--- config.mk ---
export PLATFORM = sky130hd
export DESIGN_NAME = odd_detector
export DESIGN_NICKNAME = d
export VERILOG_FILES = /design/src/design/odd_pkg.sv /design/src/design/odd_axis_classifier.sv /design/src/design/odd_detector.sv
export SDC_FILE = /design/constraint.sdc
export NUM_CORES = 1
export LEC_CHECK = 0
export BUFFER_PORTS_ARGS = -buffer_cell sky130_fd_sc_hd__buf_4
export CELL_PAD_IN_SITES_DETAIL_PLACEMENT = 0
export CELL_PAD_IN_SITES_GLOBAL_PLACEMENT = 1
export CORE_ASPECT_RATIO = 0.7
export CORE_UTILIZATION = 44
export DETAILED_ROUTE_END_ITERATION = 8
export GPL_ROUTABILITY_DRIVEN = 0
export HOLD_SLACK_MARGIN = 0.12
export PLACE_DENSITY_LB_ADDON = 0.1
export SYNTH_ARGS = -nofsm -noshare
export SYNTH_HDL_FRONTEND = slang
export SYNTH_HIERARCHICAL = 1
export SYNTH_SLANG_ARGS = --single-unit
export TNS_END_PERCENT = 100
--- constraint.sdc ---
create_clock -name clock_i -period 20.3 [get_ports clock_i]
set_clock_uncertainty 0.05 [all_clocks]
set_input_delay 6.09 -clock clock_i [delete_from_list [all_inputs] [get_ports clock_i]]
set_output_delay 6.09 -clock clock_i [all_outputs]
set_load 0.03 [all_outputs]
--- src/design/odd_pkg.sv ---
// ==================================================
// Orientation detector shared definitions
package odd_pkg;

  // ==================================================
  // Widths
  localparam int ADDR_W = 8;   // Register address width
  localparam int DATA_W = 8;   // Register data width
  localparam int SAMP_W = 16;  // Accelerometer sample width

  // ==================================================
  // Register addresses
  localparam logic [7:0] ADDR_FILTER_CTRL = 8'h17;  // accel_filter_control
  localparam logic [7:0] ADDR_COMBINED_SRC = 8'h1A; // combined_irq_source
  localparam logic [7:0] ADDR_ORIENT_SRC = 8'h1D;   // orientation_source
  localparam logic [7:0] ADDR_IRQ_CONFIG = 8'h56;   // irq_config_reg
  localparam logic [7:0] ADDR_IRQ_ENABLE = 8'h58;   // irq_enable_reg
  localparam logic [7:0] ADDR_THRESHOLD = 8'h59;    // orientation_threshold_reg
  localparam logic [7:0] ADDR_PIN1_ROUTE = 8'h5E;   // pin1_routing_reg
  localparam logic [7:0] ADDR_PIN2_ROUTE = 8'h5F;   // pin2_routing_reg

  // ==================================================
  // Field positions
  localparam int LATCH_BIT = 0;       // latch_select in irq_config_reg
  localparam int IRQ_EN_BIT = 7;      // Global enable in irq_enable_reg
  localparam int ROUTE_BIT = 2;       // Orientation route in pin routing regs
  localparam int ANGLE_LSB = 5;       // orientation_angle_select low bit
  localparam int FOUR_DIR_BIT = 7;    // four_direction_enable
  localparam int LOWPASS_BIT = 0;     // orientation_lowpass_select
  localparam int SRC_DRDY_BIT = 7;    // data_enable_ready in source reg
  localparam int SRC_EVENT_BIT = 6;   // orientation_event_flag in source reg
  localparam int COMB_ORIENT_BIT = 4; // Orientation event in combined source

  // ==================================================
  // Reset values
  localparam logic [7:0] CFG_BYTE_RESET = 8'h00;  // Every config byte
  localparam logic [5:0] FLAGS_RESET = 6'h00;     // No orientation known
  localparam logic [7:0] RDATA_RESET = 8'h00;     // Read data idle

  // ==================================================
  // Sine of threshold angle, Q15; code 00..11 = 80,70,60,50 degrees
  localparam logic [15:0] SIN_Q15_80 = 16'h7E0E;
  localparam logic [15:0] SIN_Q15_70 = 16'h7848;
  localparam logic [15:0] SIN_Q15_60 = 16'h6EDA;
  localparam logic [15:0] SIN_Q15_50 = 16'h620E;
  // Shift from Q15 to 1 g counts at the smallest full scale
  localparam logic [4:0] FS_BASE_SHIFT = 5'h01;

  // ==================================================
  // Types
  typedef enum logic [1:0] {
    ODD_EV_IDLE,
    ODD_EV_PULSE,
    ODD_EV_LATCHED
  } odd_event_e;

  typedef struct packed {
    logic [7:0] irq_config;
    logic [7:0] irq_enable;
    logic [7:0] threshold;
    logic [7:0] filter;
    logic [7:0] pin1;
    logic [7:0] pin2;
  } odd_cfg_s;

  localparam odd_cfg_s CFG_RESET = '{CFG_BYTE_RESET, CFG_BYTE_RESET,
                                     CFG_BYTE_RESET, CFG_BYTE_RESET,
                                     CFG_BYTE_RESET, CFG_BYTE_RESET};

  typedef struct packed {
    logic signed [15:0] x;
    logic signed [15:0] y;
    logic signed [15:0] z;
  } odd_sample_s;

  typedef struct packed {
    odd_cfg_s cfg;        // Configuration registers
    logic [5:0] cand;     // Candidate from the previous sample
    logic cand_ok;        // Previous sample held a valid candidate
    logic [5:0] pos;      // Current direction flags
    logic [5:0] last_pos; // Last reported orientation
    odd_event_e ev;       // Event flag state
    logic pin1;           // First interrupt pin
    logic pin2;           // Second interrupt pin
    logic [7:0] rdata;    // Read data
  } odd_state_s;

endpackage : odd_pkg

--- src/design/odd_axis_classifier.sv ---
`timescale 1ns/10ps
// ==================================================
// Per-axis comparison against the orientation threshold
module odd_axis_classifier (
  input wire logic signed [15:0] sample_i,
  input wire logic [15:0] thr_i,
  output logic above_o,
  output logic below_o,
  output logic high_o,
  output logic low_o
);

  logic [16:0] mag; // Extra bit keeps the most negative value exact

  // Magnitude and sign split
  always_comb begin
    if (sample_i[15]) begin
      mag = 17'(-$signed({sample_i[15], sample_i}));
    end else begin
      mag = {1'b0, sample_i};
    end
    above_o = mag > {1'b0, thr_i};
    below_o = mag < {1'b0, thr_i};
    high_o = above_o && !sample_i[15];
    low_o = above_o && sample_i[15];
  end

endmodule : odd_axis_classifier

--- src/design/odd_detector.sv ---
`timescale 1ns/10ps
module odd_detector (
  input wire logic clock_i,
  input wire logic resetn_i,
  input wire logic reg_wr_i,
  input wire logic reg_rd_i,
  input wire logic [7:0] reg_addr_i,
  input wire logic [7:0] reg_wdata_i,
  input wire logic soft_reset_i,
  input wire logic [1:0] full_scale_i,
  input wire logic data_enable_ready_i,
  input wire logic sample_valid_i,
  input wire odd_pkg::odd_sample_s raw_sample_i,
  input wire odd_pkg::odd_sample_s second_lowpass_stage_sample_i,
  output logic [7:0] reg_rdata_o,
  output logic irq_pin_one_o,
  output logic irq_pin_two_o
);

  // ==================================================
  // State
  odd_pkg::odd_state_s state_reg; // All block state
  odd_pkg::odd_state_s state_next; // Its next value

  // Combinational helpers, all from state_reg and inputs
  odd_pkg::odd_sample_s sel_sample; // Detector input after filter select
  logic [15:0] sin_q15;             // Chosen angle, Q15
  logic [15:0] thr;                 // Threshold in sample counts
  logic [2:0] above;                // Per axis, index 0 = x
  logic [2:0] below;
  logic [2:0] high;
  logic [2:0] low;
  logic four_dir;                   // Z axis excluded
  logic [5:0] flags;                // {zh,zl,yh,yl,xh,xl}
  logic ok_now;                     // This sample holds one orientation
  logic confirmed;                  // Same orientation two samples running
  logic new_pos;                    // Orientation differs from last report
  logic latched_mode;               // Latch really in effect
  logic src_read;                   // Read of either source register

  // ==================================================
  // Input selection and threshold
  // Config comes from the registered copy, so a write
  // only affects samples taken after it has landed
  always_comb begin
    if (state_reg.cfg.filter[odd_pkg::LOWPASS_BIT]) begin
      sel_sample = second_lowpass_stage_sample_i;
    end else begin
      sel_sample = raw_sample_i;
    end
    // Angle table; same angle at any full scale
    case (state_reg.cfg.threshold[odd_pkg::ANGLE_LSB +: 2])
      2'h0: sin_q15 = odd_pkg::SIN_Q15_80;
      2'h1: sin_q15 = odd_pkg::SIN_Q15_70;
      2'h2: sin_q15 = odd_pkg::SIN_Q15_60;
      default: sin_q15 = odd_pkg::SIN_Q15_50;
    endcase
    // One g halves per full scale step, so the shift tracks it
    thr = sin_q15 >> (odd_pkg::FS_BASE_SHIFT + {3'h0, full_scale_i});
  end

  // ==================================================
  // Axis classifiers, one per axis
  // Three equal comparators; z is masked later, so the
  // four-direction mode costs no extra compare logic
  for (genvar g = 0; g < 3; g++) begin : g_axis
    logic signed [15:0] axis_val; // This axis of the selected sample
    assign axis_val = (g == 0) ? sel_sample.x : ((g == 1) ? sel_sample.y : sel_sample.z);
    odd_axis_classifier u_axis (
      .sample_i(axis_val),
      .thr_i(thr),
      .above_o(above[g]),
      .below_o(below[g]),
      .high_o(high[g]),
      .low_o(low[g])
    );
  end

  // ==================================================
  // Orientation recognition
  // Equal to the threshold is neither above nor below, so a
  // sample sitting on the angle never yields an orientation
  always_comb begin
    four_dir = state_reg.cfg.threshold[odd_pkg::FOUR_DIR_BIT];
    // Z flags masked in four-direction mode
    flags = {high[2] && !four_dir, low[2] && !four_dir,
             high[1], low[1], high[0], low[0]};
    // Four-direction mode ignores the z axis entirely
    if (four_dir) begin
      ok_now = (above[0] && below[1]) || (above[1] && below[0]);
    end else begin
      ok_now = (above[0] && below[1] && below[2])
             || (above[1] && below[0] && below[2])
             || (above[2] && below[0] && below[1]);
    end
    // Must match the candidate held from the previous sample
    confirmed = ok_now && state_reg.cand_ok && (flags == state_reg.cand);
    new_pos = sample_valid_i && confirmed && (flags != state_reg.last_pos);
    // Latch only counts when some pin carries the event
    latched_mode = state_reg.cfg.irq_config[odd_pkg::LATCH_BIT]
                 && (state_reg.cfg.pin1[odd_pkg::ROUTE_BIT]
                 || state_reg.cfg.pin2[odd_pkg::ROUTE_BIT]);
    // Either source register clears a latched request
    src_read = reg_rd_i && ((reg_addr_i == odd_pkg::ADDR_ORIENT_SRC)
             || (reg_addr_i == odd_pkg::ADDR_COMBINED_SRC));
  end

  // ==================================================
  // Next state
  always_comb begin
    state_next = state_reg;
    // Priority: writes, soft reset, reads, latch, sample
    // Later branches override earlier ones
    // Register writes
    // Source registers are read-only; writes fall to default
    if (reg_wr_i) begin
      case (reg_addr_i)
        odd_pkg::ADDR_IRQ_CONFIG: state_next.cfg.irq_config = reg_wdata_i;
        odd_pkg::ADDR_IRQ_ENABLE: state_next.cfg.irq_enable = reg_wdata_i;
        odd_pkg::ADDR_THRESHOLD: state_next.cfg.threshold = reg_wdata_i;
        odd_pkg::ADDR_FILTER_CTRL: state_next.cfg.filter = reg_wdata_i;
        odd_pkg::ADDR_PIN1_ROUTE: state_next.cfg.pin1 = reg_wdata_i;
        odd_pkg::ADDR_PIN2_ROUTE: state_next.cfg.pin2 = reg_wdata_i;
        default: state_next.cfg = state_next.cfg; // Unmapped or read-only
      endcase
    end
    // Software reset beats a write in the same cycle
    // Detection state is kept; only config bytes return
    if (soft_reset_i) begin
      state_next.cfg = odd_pkg::CFG_RESET;
    end
    // Register reads; data lands one cycle later
    if (reg_rd_i) begin
      case (reg_addr_i)
        odd_pkg::ADDR_ORIENT_SRC: begin
          state_next.rdata = {data_enable_ready_i,
                              state_reg.ev != odd_pkg::ODD_EV_IDLE,
                              state_reg.pos};
        end
        odd_pkg::ADDR_COMBINED_SRC: begin
          state_next.rdata = odd_pkg::RDATA_RESET;
          state_next.rdata[odd_pkg::COMB_ORIENT_BIT] = state_reg.ev != odd_pkg::ODD_EV_IDLE;
        end
        // Config bytes read back as written
        odd_pkg::ADDR_IRQ_CONFIG: state_next.rdata = state_reg.cfg.irq_config;
        odd_pkg::ADDR_IRQ_ENABLE: state_next.rdata = state_reg.cfg.irq_enable;
        odd_pkg::ADDR_THRESHOLD: state_next.rdata = state_reg.cfg.threshold;
        odd_pkg::ADDR_FILTER_CTRL: state_next.rdata = state_reg.cfg.filter;
        odd_pkg::ADDR_PIN1_ROUTE: state_next.rdata = state_reg.cfg.pin1;
        odd_pkg::ADDR_PIN2_ROUTE: state_next.rdata = state_reg.cfg.pin2;
        default: state_next.rdata = odd_pkg::RDATA_RESET; // Unmapped reads zero
      endcase
    end
    // Latch dropped while pending: finish as a pulse
    if (state_reg.ev == odd_pkg::ODD_EV_LATCHED && !latched_mode) begin
      state_next.ev = odd_pkg::ODD_EV_PULSE;
    end
    // Read clears a latched request and re-arms detection
    // A pulse is left alone; it ends at the next sample
    if (src_read && state_reg.ev == odd_pkg::ODD_EV_LATCHED) begin
      state_next.ev = odd_pkg::ODD_EV_IDLE;
    end
    // Sample boundary
    // An unconfirmed sample clears the flags, so they show
    // the current state only, never a stale orientation
    if (sample_valid_i) begin
      state_next.cand = ok_now ? flags : odd_pkg::FLAGS_RESET;
      state_next.cand_ok = ok_now;
      state_next.pos = confirmed ? flags : odd_pkg::FLAGS_RESET;
      // Pulse ends after one output period
      if (state_next.ev == odd_pkg::ODD_EV_PULSE) begin
        state_next.ev = odd_pkg::ODD_EV_IDLE;
      end
      // New orientation; set wins over a clear in the same cycle
      // A waiting latched request hides new orientations
      if (new_pos && state_next.ev != odd_pkg::ODD_EV_LATCHED) begin
        state_next.ev = latched_mode ? odd_pkg::ODD_EV_LATCHED
                                     : odd_pkg::ODD_EV_PULSE;
        state_next.last_pos = flags;
      end
    end
    // Pins follow the flag, gated by enable and routing
    // Built from next values, so pins move with the flag
    state_next.pin1 = state_next.cfg.irq_enable[odd_pkg::IRQ_EN_BIT]
                    && state_next.cfg.pin1[odd_pkg::ROUTE_BIT]
                    && state_next.ev != odd_pkg::ODD_EV_IDLE;
    state_next.pin2 = state_next.cfg.irq_enable[odd_pkg::IRQ_EN_BIT]
                    && state_next.cfg.pin2[odd_pkg::ROUTE_BIT]
                    && state_next.ev != odd_pkg::ODD_EV_IDLE;
  end

  // ==================================================
  // State register
  // Synchronous reset; pattern follows the struct order
  // Event and flags start idle, config at defaults
  always_ff @(posedge clock_i) begin
    if (!resetn_i) begin
      state_reg <= '{odd_pkg::CFG_RESET, odd_pkg::FLAGS_RESET, 1'b0,
                     odd_pkg::FLAGS_RESET, odd_pkg::FLAGS_RESET,
                     odd_pkg::ODD_EV_IDLE, 1'b0, 1'b0, odd_pkg::RDATA_RESET};
    end else begin
      state_reg <= state_next;
    end
  end

  // Outputs straight from flops
  // No logic after the flops, so the pins are glitch free
  // The host sees no combinational path from its strobes
  assign reg_rdata_o = state_reg.rdata;
  assign irq_pin_one_o = state_reg.pin1;
  assign irq_pin_two_o = state_reg.pin2;
endmodule : odd_detector

==> results by group <==
Status
  • Run status: complete, no violations

Route
  • Antenna Nets Post-Route: 0
  • WL per Instance: 16.5 microns
  • Vias: 6390
  • Detailed-route wire length: 18900 microns
  • Residual DRC: 0
  • Iteration-0 DRC Markers: 540
  • First-pass iteration count of the detailed router: 7
  • Post-DR vias/cell: between 5 and 6

Setup path
  • Reg2reg setup slack: 13.83 ns
  • Critical path origin: second_lowpass_stage_sample_i[8]
  • Critical path class: input pin to flip-flop
  • Critical Path Max Stage Delay: 0.75 ns
  • Critical path endpoint: state_reg[14]
  • Critical path's most frequent cell: or4_4
  • CP required: 20.51 ns
  • CP delay by family, top: simple AND/OR/NAND/NOR gates
  • Max FO, Critical Path: 11
  • FF-to-FF End: state_reg[14]
  • Startpoint types: input pin
  • Crit path buffers/inverters: 1
  • Reg2reg start: state_reg[47]
  • Critical path cell sequence: buf_4, mux2_2, or4_4, or3_4, or4_4, nor4b_4, ha_1, nand3_1, nor3_1, a221o_1, a2111oi_0, nor2_1, and2b_2, xnor2_1, and4_1, mux2i_1
  • R2R cell count: 16
  • Critical Path AT: 11.77 ns
  • Levels on crit path: 16
  • Critical path's slowest cell: xnor2_1
  • Worst setup EP type: flip-flop

Power and ir drop
  • Max rail drop VDD: between 40 and 50 uV
  • P_leak: 0.00346 uW
  • Power density over the cells: 50.2 mW/mm^2

GRT
  • First-pass GRT wire length: between 20000 and 30000 microns
  • Initial antenna violation count: 0
  • GRT Overall Usage: 22.8%
  • Largest net degree at the start of global routing: 49
  • Met3 Use GR: 4.47%
  • Grt met2 use: 33.1%
  • Number of global-route vias before repair: about 5800
  • Busiest grt layer: met1
  • Met1 usage: 34.9%
  • Gr ovfl total: 0

Synth
  • Sequential area share after synthesis: about 23%
  • EDFF count, synth: 0
  • Cells after synthesis: 841
  • Area contributors post-synth: dfxtp_1, ha_1, mux2_2
  • Synth Area per Inst: 8.31 sq um
  • Most frequent cells after synthesis: nand2_1, dfxtp_1, inv_1, ha_1, nor2_1
  • Asr flop ratio synth: 0%
  • Synthesized flop and latch total: 79
  • Cell area after synthesis: 0.00699 sq mm
  • Post-synth top area share: 22.6%
  • Main synth FF type: dfxtp_1
  • Yosys cell types: 88
  • Ys Warns: 6
  • Yosys top cell by area: dfxtp_1
  • Most common cell in the netlist: nand2_1

STA
  • Worst-margin pin slew: 1.21 ns
  • Fin. max-slew vios: 0
  • Highest clock rate: between 80 and 90 MHz
  • RSZ-0062 raised after global routing: no
  • Slew margin rel.: 19.0%
  • Sum Neg Setup Slack: 0 ns
  • Final worst path period need: 11.55 ns
  • Final hold slack: about 0.4 ns
  • Hold Violations, Final: 0
  • Fin crit share: 56.9%
  • Final-report setup violation count: 0

Worst hold path
  • HP Class: flip-flop to flip-flop

Clock tree
  • Resized cells post-CTS: 0
  • CTS Hold Bufs: 0
  • Postcts setup bufs: 0
  • Htree depth: 3
  • Clk_lat worst skew: 0.34 ns
  • Inserted Clock Buffers: 9
  • Clock sink total: 79
  • CTS root buffer: clkbuf_16
  • CTS clk-pin slew, worst paths: 0.06 ns
  • Clock buffer depth: 2
  • CTS tree: yes

Layout
  • Diodes inserted: 0
  • Final layout net count: 1116
  • Area grow syn2layout: 18.7%
  • Layout filler cell count: 1485
  • Share of layout cells above drive strength 1: 25.4%
  • Max FFs per register: 68

Die
  • Initial core utilization: 45.1%
  • Die X-Extent: 153 microns
  • I/O pin cnt: ~130
  • Height of the die: 107 microns
  • Core ar.: around 0.015 sq mm
  • Total die area: 0.0164 sq mm
  • # rows: 38

Placement
  • Number of input and output port buffers inserted: 130
  • Post-DP HPWL: 15000 microns

Run
  • Number of max-cap violations: 0
==> tightest hold or removal path, stage by stage, from the launching register on <==
cell	delay (ns)
dfxtp_1	0.31
nand2_1	0.05
a21oi_1	0.05
==> worst min-delay path by stage <==
stage          cells past startpoint           from  slack (ns)       endpoint
6_report                           2  state_reg[48]        0.40  state_reg[48]
5_1_grt                            2  state_reg[50]        0.42  state_reg[50]
4_1_cts                            2  state_reg[50]        0.40  state_reg[50]
3_5_place_dp                       2  state_reg[50]        0.39  state_reg[50]
3_3_place_gp                       2  state_reg[48]        0.39  state_reg[48]
2_1_floorplan                      2  state_reg[40]        0.38  state_reg[40]
==> cell type report <==
class	count	area, sq um	area share [%]
clock buffers	9	225	2.72
inverters	59	221	2.67
clock inverters	7	73.8	0.890
repair buffers	135	1010	12.2
flip-flops and latches	79	1580	19.1
well taps	200	250	3.02
multi-input cells	656	4920	59.4
==> metrics by stage <==
step / utilization, % / worst slack (ns) / area [sq um] / total power (uW) / cells
floorplan: - / 9.37 / 7000 / 222 / 846
global placement: 51.6 / 8.65 / 7990 / 254 / 1129
detailed placement: 51.6 / 8.48 / 7990 / 257 / 1129
CTS: 53.5 / 8.79 / 8290 / 419 / 1145
global route: 53.5 / 8.36 / 8290 / 438 / 1145
finish: 53.5 / 8.75 / 8290 / 416 / 1145
==> layer usage <==
layer  up-vias  part of all wire (%)  wire length [microns]
li1       3198                     -                      -
met3        10                   6.7                   1260
met1      2983                    53                   9910
met2       199                    40                   7610
met4         0                  0.43                     82
met5         -                     0                      0
==> power breakdown <==
part | internal, uW | switching [uW] | leakage (uW)
sequential | 156 | 0.412 | 0.000637
clock | 95.1 | 66.7 | 0.000134
combinational | 46.4 | 52.0 | 0.00269
total | 297 | 119 | 0.00346
==> kinds of logic after synthesis <==
family / Yosys count / synth area share, %
XOR/XNOR: 50 / 6.27
other: 1 / 0.0537
adder cells (fa/ha/maj): 55 / 9.85
flip-flops: 79 / 22.6
multiplexers: 95 / 14.5
AND/OR/NAND/NOR: 278 / 22.3
buffers and inverters: 111 / 7.15
AO/OA/AOI/OAI: 172 / 17.2
==> placed cells by master (no fill, tap or decap), drive strengths merged, types with 43 or more instances in the layout <==
master and instances:
buf 135, nand2 93, dfxtp 79, inv 59, ha 55, nor2 53
mux2 52, xnor2 47, a21oi 44, mux2i 43
No activity file was read; power rests on OpenSTA's default activity.
